**config.mk**
```make
export PLATFORM = sky130hd
export DESIGN_NAME = uhoc_ctrl
export DESIGN_NICKNAME = d
export VERILOG_FILES = /design/src/core/uhoc_pkg.sv /design/src/core/uhoc_ctrl.sv
export SDC_FILE = /design/constraint.sdc
export NUM_CORES = 1
export LEC_CHECK = 0
export ABC_AREA = 0
export BUFFER_PORTS_ARGS = -buffer_cell sky130_fd_sc_hd__buf_2
export CORE_ASPECT_RATIO = 1.25
export CORE_MARGIN = 2
export CORE_UTILIZATION = 36
export DETAILED_ROUTE_END_ITERATION = 10
export GPL_TIMING_DRIVEN = 0
export HOLD_SLACK_MARGIN = 0.08
export PLACE_DENSITY = 0.77
export SYNTH_ARGS = -nofsm -noshare
export SYNTH_HDL_FRONTEND = slang
export SYNTH_SLANG_ARGS = --single-unit
```
**constraint.sdc**
```tcl
create_clock -name clk -period 1.6 [get_ports clk]
set_input_delay 0.32 -clock clk [delete_from_list [all_inputs] [get_ports clk]]
set_output_delay 0.32 -clock clk [all_outputs]
set_load 0.005 [all_outputs]
```
**src/core/uhoc_pkg.sv**
```systemverilog
// package for the host operating-control register block
// assumes a single 32-bit word register reached over a simple slave port
package uhoc_pkg;

  // ************************************************
  // register map
  // ************************************************
  localparam logic [31:0] CTRL_ADDR = 32'hfff05004;
  localparam logic [31:0] CTRL_RESET = 32'h00000000;
  localparam int RATIO_LSB = 0;
  localparam int PERIODIC_BIT = 2;
  localparam int ISO_BIT = 3;
  localparam int CLE_BIT = 4;
  localparam int BULK_BIT = 5;
  localparam int FS_LSB = 6;
  localparam int ROUTE_BIT = 8;
  localparam int WAKE_PRESENT_BIT = 9;
  localparam int WAKE_CONNECT_BIT = 10;
  localparam logic [31:0] WR_MASK = 32'h000005ff;

  typedef enum logic [1:0] {
    FS_RESET = 2'h0,
    FS_RESUME = 2'h1,
    FS_OPER = 2'h2,
    FS_SUSPEND = 2'h3
  } uhoc_fs_t;

  typedef enum logic [1:0] {
    LS_IDLE,
    LS_CTRL,
    LS_BULK
  } uhoc_list_t;

  typedef struct packed {
    logic remote_wake_connect_permit;
    logic interrupt_routing_select;
    uhoc_fs_t functional_state;
    logic bulk_queue_permit;
    logic control_queue_permit;
    logic iso_service_permit;
    logic periodic_queue_permit;
    logic [1:0] control_bulk_ratio;
  } uhoc_ctrl_t;

endpackage

```
**src/core/uhoc_ctrl.sv**
```systemverilog
// operating-control register and list-scheduling gates of a usb host
// assumes a simple synchronous slave port (sel, write, addr, wdata) on clk
module uhoc_ctrl #(
  parameter int CNT_W = 3
) (
  input wire logic clk,
  input wire logic nrst,
  input wire logic bus_sel,
  input wire logic bus_write,
  input wire logic [31:0] bus_addr,
  input wire logic [31:0] bus_wdata,
  output logic [31:0] bus_rdata,
  output logic bus_ready,
  input wire logic resume_detect,
  input wire logic hc_irq,
  input wire logic frame_start,
  input wire logic iso_ed_found,
  input wire logic nonperiodic_slot,
  output logic normal_interrupt,
  output logic system_management_interrupt,
  output logic [1:0] functional_state,
  output logic periodic_frame_go,
  output logic iso_go,
  output logic ctrl_go,
  output logic bulk_go
);

  // ************************************************
  // parameter checks
  // ************************************************
  // the control counter must reach ratio plus one, up to four
  if (CNT_W < 3) begin : g_bad_width
    $error("control counter width too small for ratio field");
  end

  // ************************************************
  // input synchronisers
  // ************************************************
  logic [1:0] resume_sync;
  always_ff @(posedge clk or negedge nrst) begin
    if (!nrst) begin
      resume_sync <= 2'h0;
    end else begin
      resume_sync <= {resume_sync[0], resume_detect};
    end
  end
  wire resume_seen = resume_sync[1];

  // ************************************************
  // register and slave port
  // ************************************************
  uhoc_pkg::uhoc_ctrl_t ctrl;
  uhoc_pkg::uhoc_ctrl_t next_ctrl;
  wire hit = bus_sel && (bus_addr == uhoc_pkg::CTRL_ADDR);
  wire wr_hit = hit && bus_write;
  wire [31:0] wmask = bus_wdata & uhoc_pkg::WR_MASK;
  wire suspend_wake = resume_seen && (ctrl.functional_state == uhoc_pkg::FS_SUSPEND);
  // register image: bit 9 tied low, bits above ten zero
  wire [31:0] rd_image = {21'h0, ctrl.remote_wake_connect_permit, 1'b0,
    ctrl.interrupt_routing_select, ctrl.functional_state, ctrl.bulk_queue_permit,
    ctrl.control_queue_permit, ctrl.iso_service_permit, ctrl.periodic_queue_permit,
    ctrl.control_bulk_ratio};

  always_comb begin
    next_ctrl = ctrl;
    if (wr_hit) begin
      next_ctrl.remote_wake_connect_permit = wmask[uhoc_pkg::WAKE_CONNECT_BIT];
      next_ctrl.interrupt_routing_select = wmask[uhoc_pkg::ROUTE_BIT];
      next_ctrl.functional_state = uhoc_pkg::uhoc_fs_t'(wmask[uhoc_pkg::FS_LSB +: 2]);
      next_ctrl.bulk_queue_permit = wmask[uhoc_pkg::BULK_BIT];
      next_ctrl.control_queue_permit = wmask[uhoc_pkg::CLE_BIT];
      next_ctrl.iso_service_permit = wmask[uhoc_pkg::ISO_BIT];
      next_ctrl.periodic_queue_permit = wmask[uhoc_pkg::PERIODIC_BIT];
      next_ctrl.control_bulk_ratio = wmask[uhoc_pkg::RATIO_LSB +: 2];
    end else if (suspend_wake) begin
      // a software write in the same cycle takes priority
      next_ctrl.functional_state = uhoc_pkg::FS_RESUME;
    end
  end

  always_ff @(posedge clk or negedge nrst) begin
    if (!nrst) begin
      ctrl <= uhoc_pkg::uhoc_ctrl_t'({uhoc_pkg::CTRL_RESET[10], uhoc_pkg::CTRL_RESET[8:0]});
      bus_rdata <= 32'h0;
      bus_ready <= 1'b0;
    end else begin
      ctrl <= next_ctrl;
      bus_rdata <= (hit && !bus_write) ? rd_image : 32'h0;
      bus_ready <= bus_sel;
    end
  end

  // ************************************************
  // interrupt routing and list gating
  // ************************************************
  wire oper = (ctrl.functional_state == uhoc_pkg::FS_OPER);
  logic periodic_frame;
  logic [CNT_W-1:0] ctrl_cnt;
  uhoc_pkg::uhoc_list_t list_turn;
  // field holds count minus one, so bulk waits for ratio plus one controls
  wire [CNT_W-1:0] ratio_limit = CNT_W'(ctrl.control_bulk_ratio) + CNT_W'(1);
  wire ratio_done = (ctrl_cnt == ratio_limit);
  wire pick_ctrl = ctrl.control_queue_permit &&
    (!ctrl.bulk_queue_permit || !ratio_done);
  wire pick_bulk = ctrl.bulk_queue_permit && !pick_ctrl;
  wire next_periodic_frame = frame_start ? ctrl.periodic_queue_permit : periodic_frame;
  // with bulk off each control pick clears the count, so it restarts clean when bulk returns
  wire [CNT_W-1:0] next_ctrl_cnt = ctrl.bulk_queue_permit ? ctrl_cnt + CNT_W'(1) :
    {CNT_W{1'b0}};

  always_ff @(posedge clk or negedge nrst) begin
    if (!nrst) begin
      normal_interrupt <= 1'b0;
      system_management_interrupt <= 1'b0;
      functional_state <= 2'h0;
      periodic_frame <= 1'b0;
      periodic_frame_go <= 1'b0;
      iso_go <= 1'b0;
      ctrl_go <= 1'b0;
      bulk_go <= 1'b0;
      ctrl_cnt <= {CNT_W{1'b0}};
      list_turn <= uhoc_pkg::LS_IDLE;
    end else begin
      normal_interrupt <= hc_irq && !ctrl.interrupt_routing_select;
      system_management_interrupt <= hc_irq && ctrl.interrupt_routing_select;
      functional_state <= ctrl.functional_state;
      periodic_frame <= next_periodic_frame;
      periodic_frame_go <= oper && next_periodic_frame;
      iso_go <= oper && next_periodic_frame && iso_ed_found && ctrl.iso_service_permit;
      ctrl_go <= oper && nonperiodic_slot && pick_ctrl;
      bulk_go <= oper && nonperiodic_slot && pick_bulk;
      if (oper && nonperiodic_slot && pick_ctrl) begin
        ctrl_cnt <= next_ctrl_cnt;
        list_turn <= uhoc_pkg::LS_CTRL;
      end else if (oper && nonperiodic_slot && pick_bulk) begin
        ctrl_cnt <= {CNT_W{1'b0}};
        list_turn <= uhoc_pkg::LS_BULK;
      end
    end
  end

  // ************************************************
  // checks
  // ************************************************
  a_wake_reads_zero: assert property (@(posedge clk) disable iff (!nrst)
    bus_ready && $past(hit && !bus_write) |-> bus_rdata[uhoc_pkg::WAKE_PRESENT_BIT] == 1'b0)
    else $error("wake present bit read as one");
  a_high_bits_zero: assert property (@(posedge clk) disable iff (!nrst)
    bus_rdata[31:11] == 21'h0)
    else $error("reserved bits read nonzero");
  a_route_smi: assert property (@(posedge clk) disable iff (!nrst)
    hc_irq && ctrl.interrupt_routing_select |=> system_management_interrupt && !normal_interrupt)
    else $error("interrupt not routed to management line");
  a_suspend_resume: assert property (@(posedge clk) disable iff (!nrst)
    suspend_wake && !wr_hit |=> ctrl.functional_state == uhoc_pkg::FS_RESUME)
    else $error("suspend did not move to resume");
  a_bulk_gate: assert property (@(posedge clk) disable iff (!nrst)
    bulk_go |-> $past(ctrl.bulk_queue_permit))
    else $error("bulk served while disabled");
  a_ctrl_gate: assert property (@(posedge clk) disable iff (!nrst)
    ctrl_go |-> $past(ctrl.control_queue_permit))
    else $error("control served while disabled");
  a_iso_gate: assert property (@(posedge clk) disable iff (!nrst)
    iso_go |-> $past(ctrl.iso_service_permit) && periodic_frame_go)
    else $error("iso served while disabled");
  a_frame_sample: assert property (@(posedge clk) disable iff (!nrst)
    frame_start && oper && !ctrl.periodic_queue_permit |=> !periodic_frame_go)
    else $error("periodic work without permit");
  a_state_write: assert property (@(posedge clk) disable iff (!nrst)
    wr_hit |=> ##1 functional_state == $past(bus_wdata[7:6], 2))
    else $error("functional state not written");
  a_ratio_bound: assert property (@(posedge clk) disable iff (!nrst)
    ctrl_go && $past(ctrl.bulk_queue_permit) |-> $past(ctrl_cnt) < $past(ratio_limit))
    else $error("too many control endpoints before bulk");

  // bus, interrupt and state output side
  a_route_normal: assert property (@(posedge clk) disable iff (!nrst)
    hc_irq && !ctrl.interrupt_routing_select |=> normal_interrupt && !system_management_interrupt)
    else $error("interrupt not routed to normal line");
  a_ready_pulse: assert property (@(posedge clk) disable iff (!nrst)
    bus_sel |=> bus_ready)
    else $error("access not answered");
  a_unmapped_zero: assert property (@(posedge clk) disable iff (!nrst)
    bus_ready && !$past(hit && !bus_write) |-> bus_rdata == 32'h0)
    else $error("read data without a read hit");
  a_state_copy: assert property (@(posedge clk) disable iff (!nrst)
    1'b1 |=> functional_state == $past(ctrl.functional_state))
    else $error("state output does not follow register");

  // scheduling side
  a_iso_needs_ed: assert property (@(posedge clk) disable iff (!nrst)
    iso_go |-> $past(iso_ed_found))
    else $error("iso served without a descriptor");
  a_list_oper: assert property (@(posedge clk) disable iff (!nrst)
    ctrl_go || bulk_go |-> $past(oper))
    else $error("list served outside operational state");
  a_periodic_oper: assert property (@(posedge clk) disable iff (!nrst)
    periodic_frame_go |-> $past(oper))
    else $error("periodic work outside operational state");
  a_turn_bulk: assert property (@(posedge clk) disable iff (!nrst)
    bulk_go |-> list_turn == uhoc_pkg::LS_BULK)
    else $error("bulk turn not recorded");
  a_turn_ctrl: assert property (@(posedge clk) disable iff (!nrst)
    ctrl_go |-> list_turn == uhoc_pkg::LS_CTRL)
    else $error("control turn not recorded");

endmodule

```
-- Yosys cells after proc, flatten, opt, wreduce, memory -nomap -nowiden
Index checks and enable logic that the tools add are counted.
- bits in registers: 36
- output and inout port bits: 41
- logic and storage cells: 55
- add/subtract/negate cells: 2
- equal/unequal tests: 4
- mux-type cells: 7
- reduce and logical (&&, ||, !) cells: 22
- operators by type and width (operator ; number):
    == test 32 bit (second input constant) ; 1
    logical AND 1 bit ; 14
    two-way mux 11 bit ; 1
    two-way mux 3 bit ; 3
    logical NOT 1 bit ; 5
    == test 2 bit (second input constant) ; 2
    two-way mux 2 bit ; 2
    nonzero test 2 bit ; 2
    adder 2 x 1 -> 3 bit (second input constant) ; 1
    adder 3 x 1 -> 3 bit (second input constant) ; 1
    == test 3 bit ; 1
    logical OR 1 bit ; 1
    two-way mux 1 bit ; 1

-- Logic depth before layout (Yosys ltp)
- depth after elaboration: 10
- gate-level depth with buffers: 5
- gate-level depth less buffers: 5

-- Worst setup path before layout
OpenSTA, ideal clock, no wires.
- path type: reg2reg
- from: register ctrl[0] (netlist name)
- to: register ctrl_cnt[0]
- library setup time: 0.125 ns
- arrival time: 1.640 ns
- data required time: 1.475 ns
- slack: -0.164 ns
- stages on the path, launching flop included: 6
- cells stage by stage: dfrtp_1 ha_1 xor2_1 o41ai_1 nor2_1 mux2_2
- cells in the longest elaborated chain, start to end: 9
- elaborated cells on any way between the ends: 11
- RTL lines (what ; line ; source):
    start, declared ; uhoc_ctrl.sv:52 ; uhoc_pkg::uhoc_ctrl_t ctrl;
    start signal, assigned ; uhoc_ctrl.sv:83 ; ctrl <= uhoc_pkg::uhoc_ctrl_t'({uhoc_pkg::CTRL_RESET[10], uhoc_pkg::CTRL_RESET[8:0]});
    start signal, assigned ; uhoc_ctrl.sv:87 ; ctrl <= next_ctrl;
    adder 2 x 1 -> 3 bit * ; uhoc_ctrl.sv:101 ; wire [CNT_W-1:0] ratio_limit = CNT_W'(ctrl.control_bulk_ratio) + CNT_W'(1);
    == test 3 bit * ; uhoc_ctrl.sv:102 ; wire ratio_done = (ctrl_cnt == ratio_limit);
    logical NOT 1 bit * ; uhoc_ctrl.sv:104 ; (!ctrl.bulk_queue_permit || !ratio_done);
    logical OR 1 bit * ; uhoc_ctrl.sv:104 ;
    logical AND 1 bit * ; uhoc_ctrl.sv:103 ; wire pick_ctrl = ctrl.control_queue_permit &&
    logical NOT 1 bit ; uhoc_ctrl.sv:105 ; wire pick_bulk = ctrl.bulk_queue_permit && !pick_ctrl;
    logical AND 1 bit ; uhoc_ctrl.sv:105 ;
    logical AND 1 bit ; uhoc_ctrl.sv:135 ; end else if (oper && nonperiodic_slot && pick_bulk) begin
    nonzero test 2 bit (no line) ; - ;
    end signal, assigned ; uhoc_ctrl.sv:121 ; ctrl_cnt <= {CNT_W{1'b0}};
    end signal, assigned ; uhoc_ctrl.sv:133 ; ctrl_cnt <= next_ctrl_cnt;
    end signal, assigned ; uhoc_ctrl.sv:136 ; ctrl_cnt <= {CNT_W{1'b0}};
    end, declared ; uhoc_ctrl.sv:98 ; logic [CNT_W-1:0] ctrl_cnt;
Mark *: on every way between the ends. The rest lies on a longest branch, timed or not.
A chain may end at the register's enable or synchronous reset.

-- Worst setup path after layout
Same ends and word-level chain as after synthesis.

==> impl_metrics.csv <==
group,metric,value,unit
run,drv_cap,0,
sta,fin_skew,3.29,ps
setup_path,arrival,1860,ps
synth,syn-mean-instance-area,13.2,um2
route,wl_met2,1.66,mm
synth,synth_edf_count,0,
sta,grt_setup_unrepaired,"yes",
global_route,grt_pass1_wl,5.32,mm
cells_and_area,diodes,0,
floorplan,start_util,0.370,
cells_and_area,final_util,0.542,
route,firstDrtPassIters,3,
sta,drv_slew,0,
power_and_ir_drop,ir_drop,318,uV
synth,ys_warn_count,0,
route,routedWlPerCell,11.2,um
setup_path,r2r_cells,5,
sta,maxSlewHeadroom,0.456,
clocking,clk_latency,280,ps
synth,synthCells,121,
run_status,failed_checks,"setup timing",
placed_design,hpwl,2.42,mm
global_route,overflow,0,
sta,fin_hold_ws,96.3,ps
sta,fin_ws,-91.5,ps
cells_and_area,area_delta_synth_final,46.6,%
setup_path,endpoint_kind,"flip-flop",
power_and_ir_drop,cellLeakagePower,1.34,nW
route,topRoutingLayerUsed,"met4",
synth,yosysUniqueCellTypes,31,
placed_design,io_buffers,69,
synth,synthFlopType,"dfrtp_1",
cells_and_area,drive_above_1_share,0.574,
setup_path,r2r_setup_slack,-90,ps
sta,clock.fmax,591,MHz
route,wl_met3,315,um
floorplan,core_area,0.00432,mm2
synth,ys_seq_elements,35,
setup_path,critPathKind,"flip-flop to flip-flop",
route,drt_wl_total,3.14,mm
synth,synth-seq-area-share,0.548,
setup_path,cp_max_fo,3,
clocking,cts_buffers,5,
run_status,status,"finished with violations",
clocking,clock-sinks,35,
setup_path,worstPathRequired,1770,ps
route,drc,0,
setup_path,timing.rr.start,"ctrl[0]",
power_and_ir_drop,power.density,787,mW/mm2
clocking,clk_path_buf_depth,2,
sta,min_period_over_period,1.06,
clocking,clkTransAtPathRegs,70,ps
route,drtIter0Drc,57,
floorplan,die_area,0.00499,mm2
cells_and_area,nNetsFinal,297,
setup_path,worstSetupStartpointType,"flip-flop",
route,viasPerCell,4.26,
clocking,root_buffer,"clkbuf_8",
sta,finalCriticalPeriod,1690,ps
synth,async_reset_ff_frac,1.00,
setup_path,r2r_end,"ctrl_cnt[0]",
global_route,grt.total_usage,0.138,
placed_design,gp_congestion,0.793,
sta,report.final.hold_viol_count,0,
floorplan,die_height,78.5,um
placed_design,place_ws,-375,ps
sta,setup_viol,13,
floorplan,rows,27,
global_route,grt_start_max_net_pins,36,
floorplan,pin_count,114,
route,wl_met1,1.09,mm
sta,finalSetupTns,-589,ps
global_route,grt_antenna_before_repair,0,
route,drtAntennaViolNets,0,
sta,worst_pin_slew,809,ps
hold_path,hold_class,"primary input to async pin",
synth,syn_area,0.00160,mm2
global_route,grt_pass1_vias,1244,
floorplan,dieWidth,63.6,um
clocking,htree_num_levels,2,
clocking,cts_tree,"yes",
route,num_vias,1196,
-- where the power goes --
| group | switching [mW] | leakage [nW] | internal, mW |
|---|---|---|---|
| sequential | 0.00133 | 0.480 | 0.890 |
| combinational | 0.0641 | 0.799 | 0.0955 |
| clock | 0.290 | 0.0612 | 0.503 |
| total | 0.355 | 1.34 | 1.49 |
-- what timing repair did --
| item | 4_1_cts | 5_1_grt |
|---|---|---|
| cloned | 0 | 0 |
| hold endpoints to repair | 0 | 0 |
| pin swaps | 4 | 5 |
| buffers inserted | 4 | 1 |
| resized for setup | 1 | 13 |
| setup endpoints to repair | 23 | 24 |
| hold buffers | 0 | 0 |
-- worst max-delay path: stages, from the launching register on --
cell and delay (ps):
dfrtp_1 400, ha_2 210, xor2_2 140, o41ai_2 430
nor2_1 120, mux2_4 280
-- synthesized netlist by cell type, drive strengths merged, types with 3 or more instances --
| library cell | number | area [um2] |
|---|---|---|
| nor2b | 4 | 25.0 |
| and2 | 11 | 68.8 |
| mux2 | 12 | 173 |
| and4bb | 3 | 37.5 |
| dfrtp | 35 | 876 |
| nand4 | 3 | 18.8 |
| nand2 | 3 | 11.3 |
| buf | 23 | 176 |
-- logic make-up (layout without fill, tap and decap cells) --
logic type / after synthesis / after routing / share of synthesized area
simple gates: 37 / 37 / 0.167
flops: 35 / 35 / 0.548
buf+inv: 25 / 106 / 0.115
mux: 12 / 12 / 0.108
compound gates: 6 / 6 / 0.0274
xor+xnor: 3 / 3 / 0.0164
fa+ha+maj: 2 / 2 / 0.0157
other cells: 1 / 22 / 0.00235
-- area by class of cell --
class / count / area [um2]
Buffer: 23 / 185
Sequential cell: 35 / 876
Clock buffer: 6 / 82.6
Multi-Input combinational cell: 82 / 677
Inverter: 2 / 7.51
Tap cell: 58 / 72.6
Fill cell: 381 / 1980
Timing Repair Buffer: 73 / 407
Clock inverter: 2 / 35.0
-- layout by cell type, fill, tap and decap left out, types with 2 or more instances in the layout --
| cell | count |
|---|---|
| a22o_1 | 2 |
| and2_1 | 11 |
| and3b_1 | 2 |
| and4bb_2 | 3 |
| buf_2 | 64 |
| buf_4 | 26 |
| buf_6 | 5 |
| clkbuf_8 | 6 |
| conb_1 | 22 |
| dfrtp_1 | 35 |
| inv_1 | 2 |
| mux2_4 | 11 |
| nand2_1 | 3 |
| nand4_1 | 3 |
| nor2_1 | 2 |
| nor2b_1 | 3 |
-- how the worst max path moves through the flow --
| stage | from | endpoint |
|---|---|---|
| after floorplan | bus_addr[6] | ctrl[0] |
| after global placement | bus_addr[10] | bus_rdata[0] |
| after detailed placement | bus_addr[0] | bus_rdata[2] |
| after CTS | bus_addr[0] | bus_rdata[0] |
| after global routing | ctrl[0] | ctrl_cnt[0] |
| final | ctrl[0] | ctrl_cnt[0] |
-- through the flow --
stage / instance area [um2] / total power, mW / instances
after global routing: 2340 / 1.94 / 281
after global placement: 2110 / 1.05 / 269
final: 2340 / 1.84 / 281
after CTS: 2270 / 1.85 / 281
after detailed placement: 2120 / 1.06 / 269
after floorplan: 1700 / 0.971 / 142
-- flip-flops by register name, indices dropped and copies added, names as in the netlist --
| signal | count |
|---|---|
| periodic_frame_go | 1 |
| ctrl | 10 |
| normal_interrupt | 1 |
| bus_rdata | 10 |
| functional_state | 2 |
| resume_sync | 2 |
| iso_go | 1 |
| bulk_go | 1 |
| system_management_interrupt | 1 |
| ctrl_go | 1 |
| bus_ready | 1 |
| ctrl_cnt | 3 |
| periodic_frame | 1 |
-- routing by layer --
| metal | up-vias | GRT usage |
|---|---|---|
| met5 | - | 0 |
| met4 | 0 | 0.0696 |
| met3 | 7 | 0.0301 |
| met2 | 81 | 0.267 |
| met1 | 535 | 0.134 |
| li1 | 573 | - |
Power figures use the tool's default switching activity.
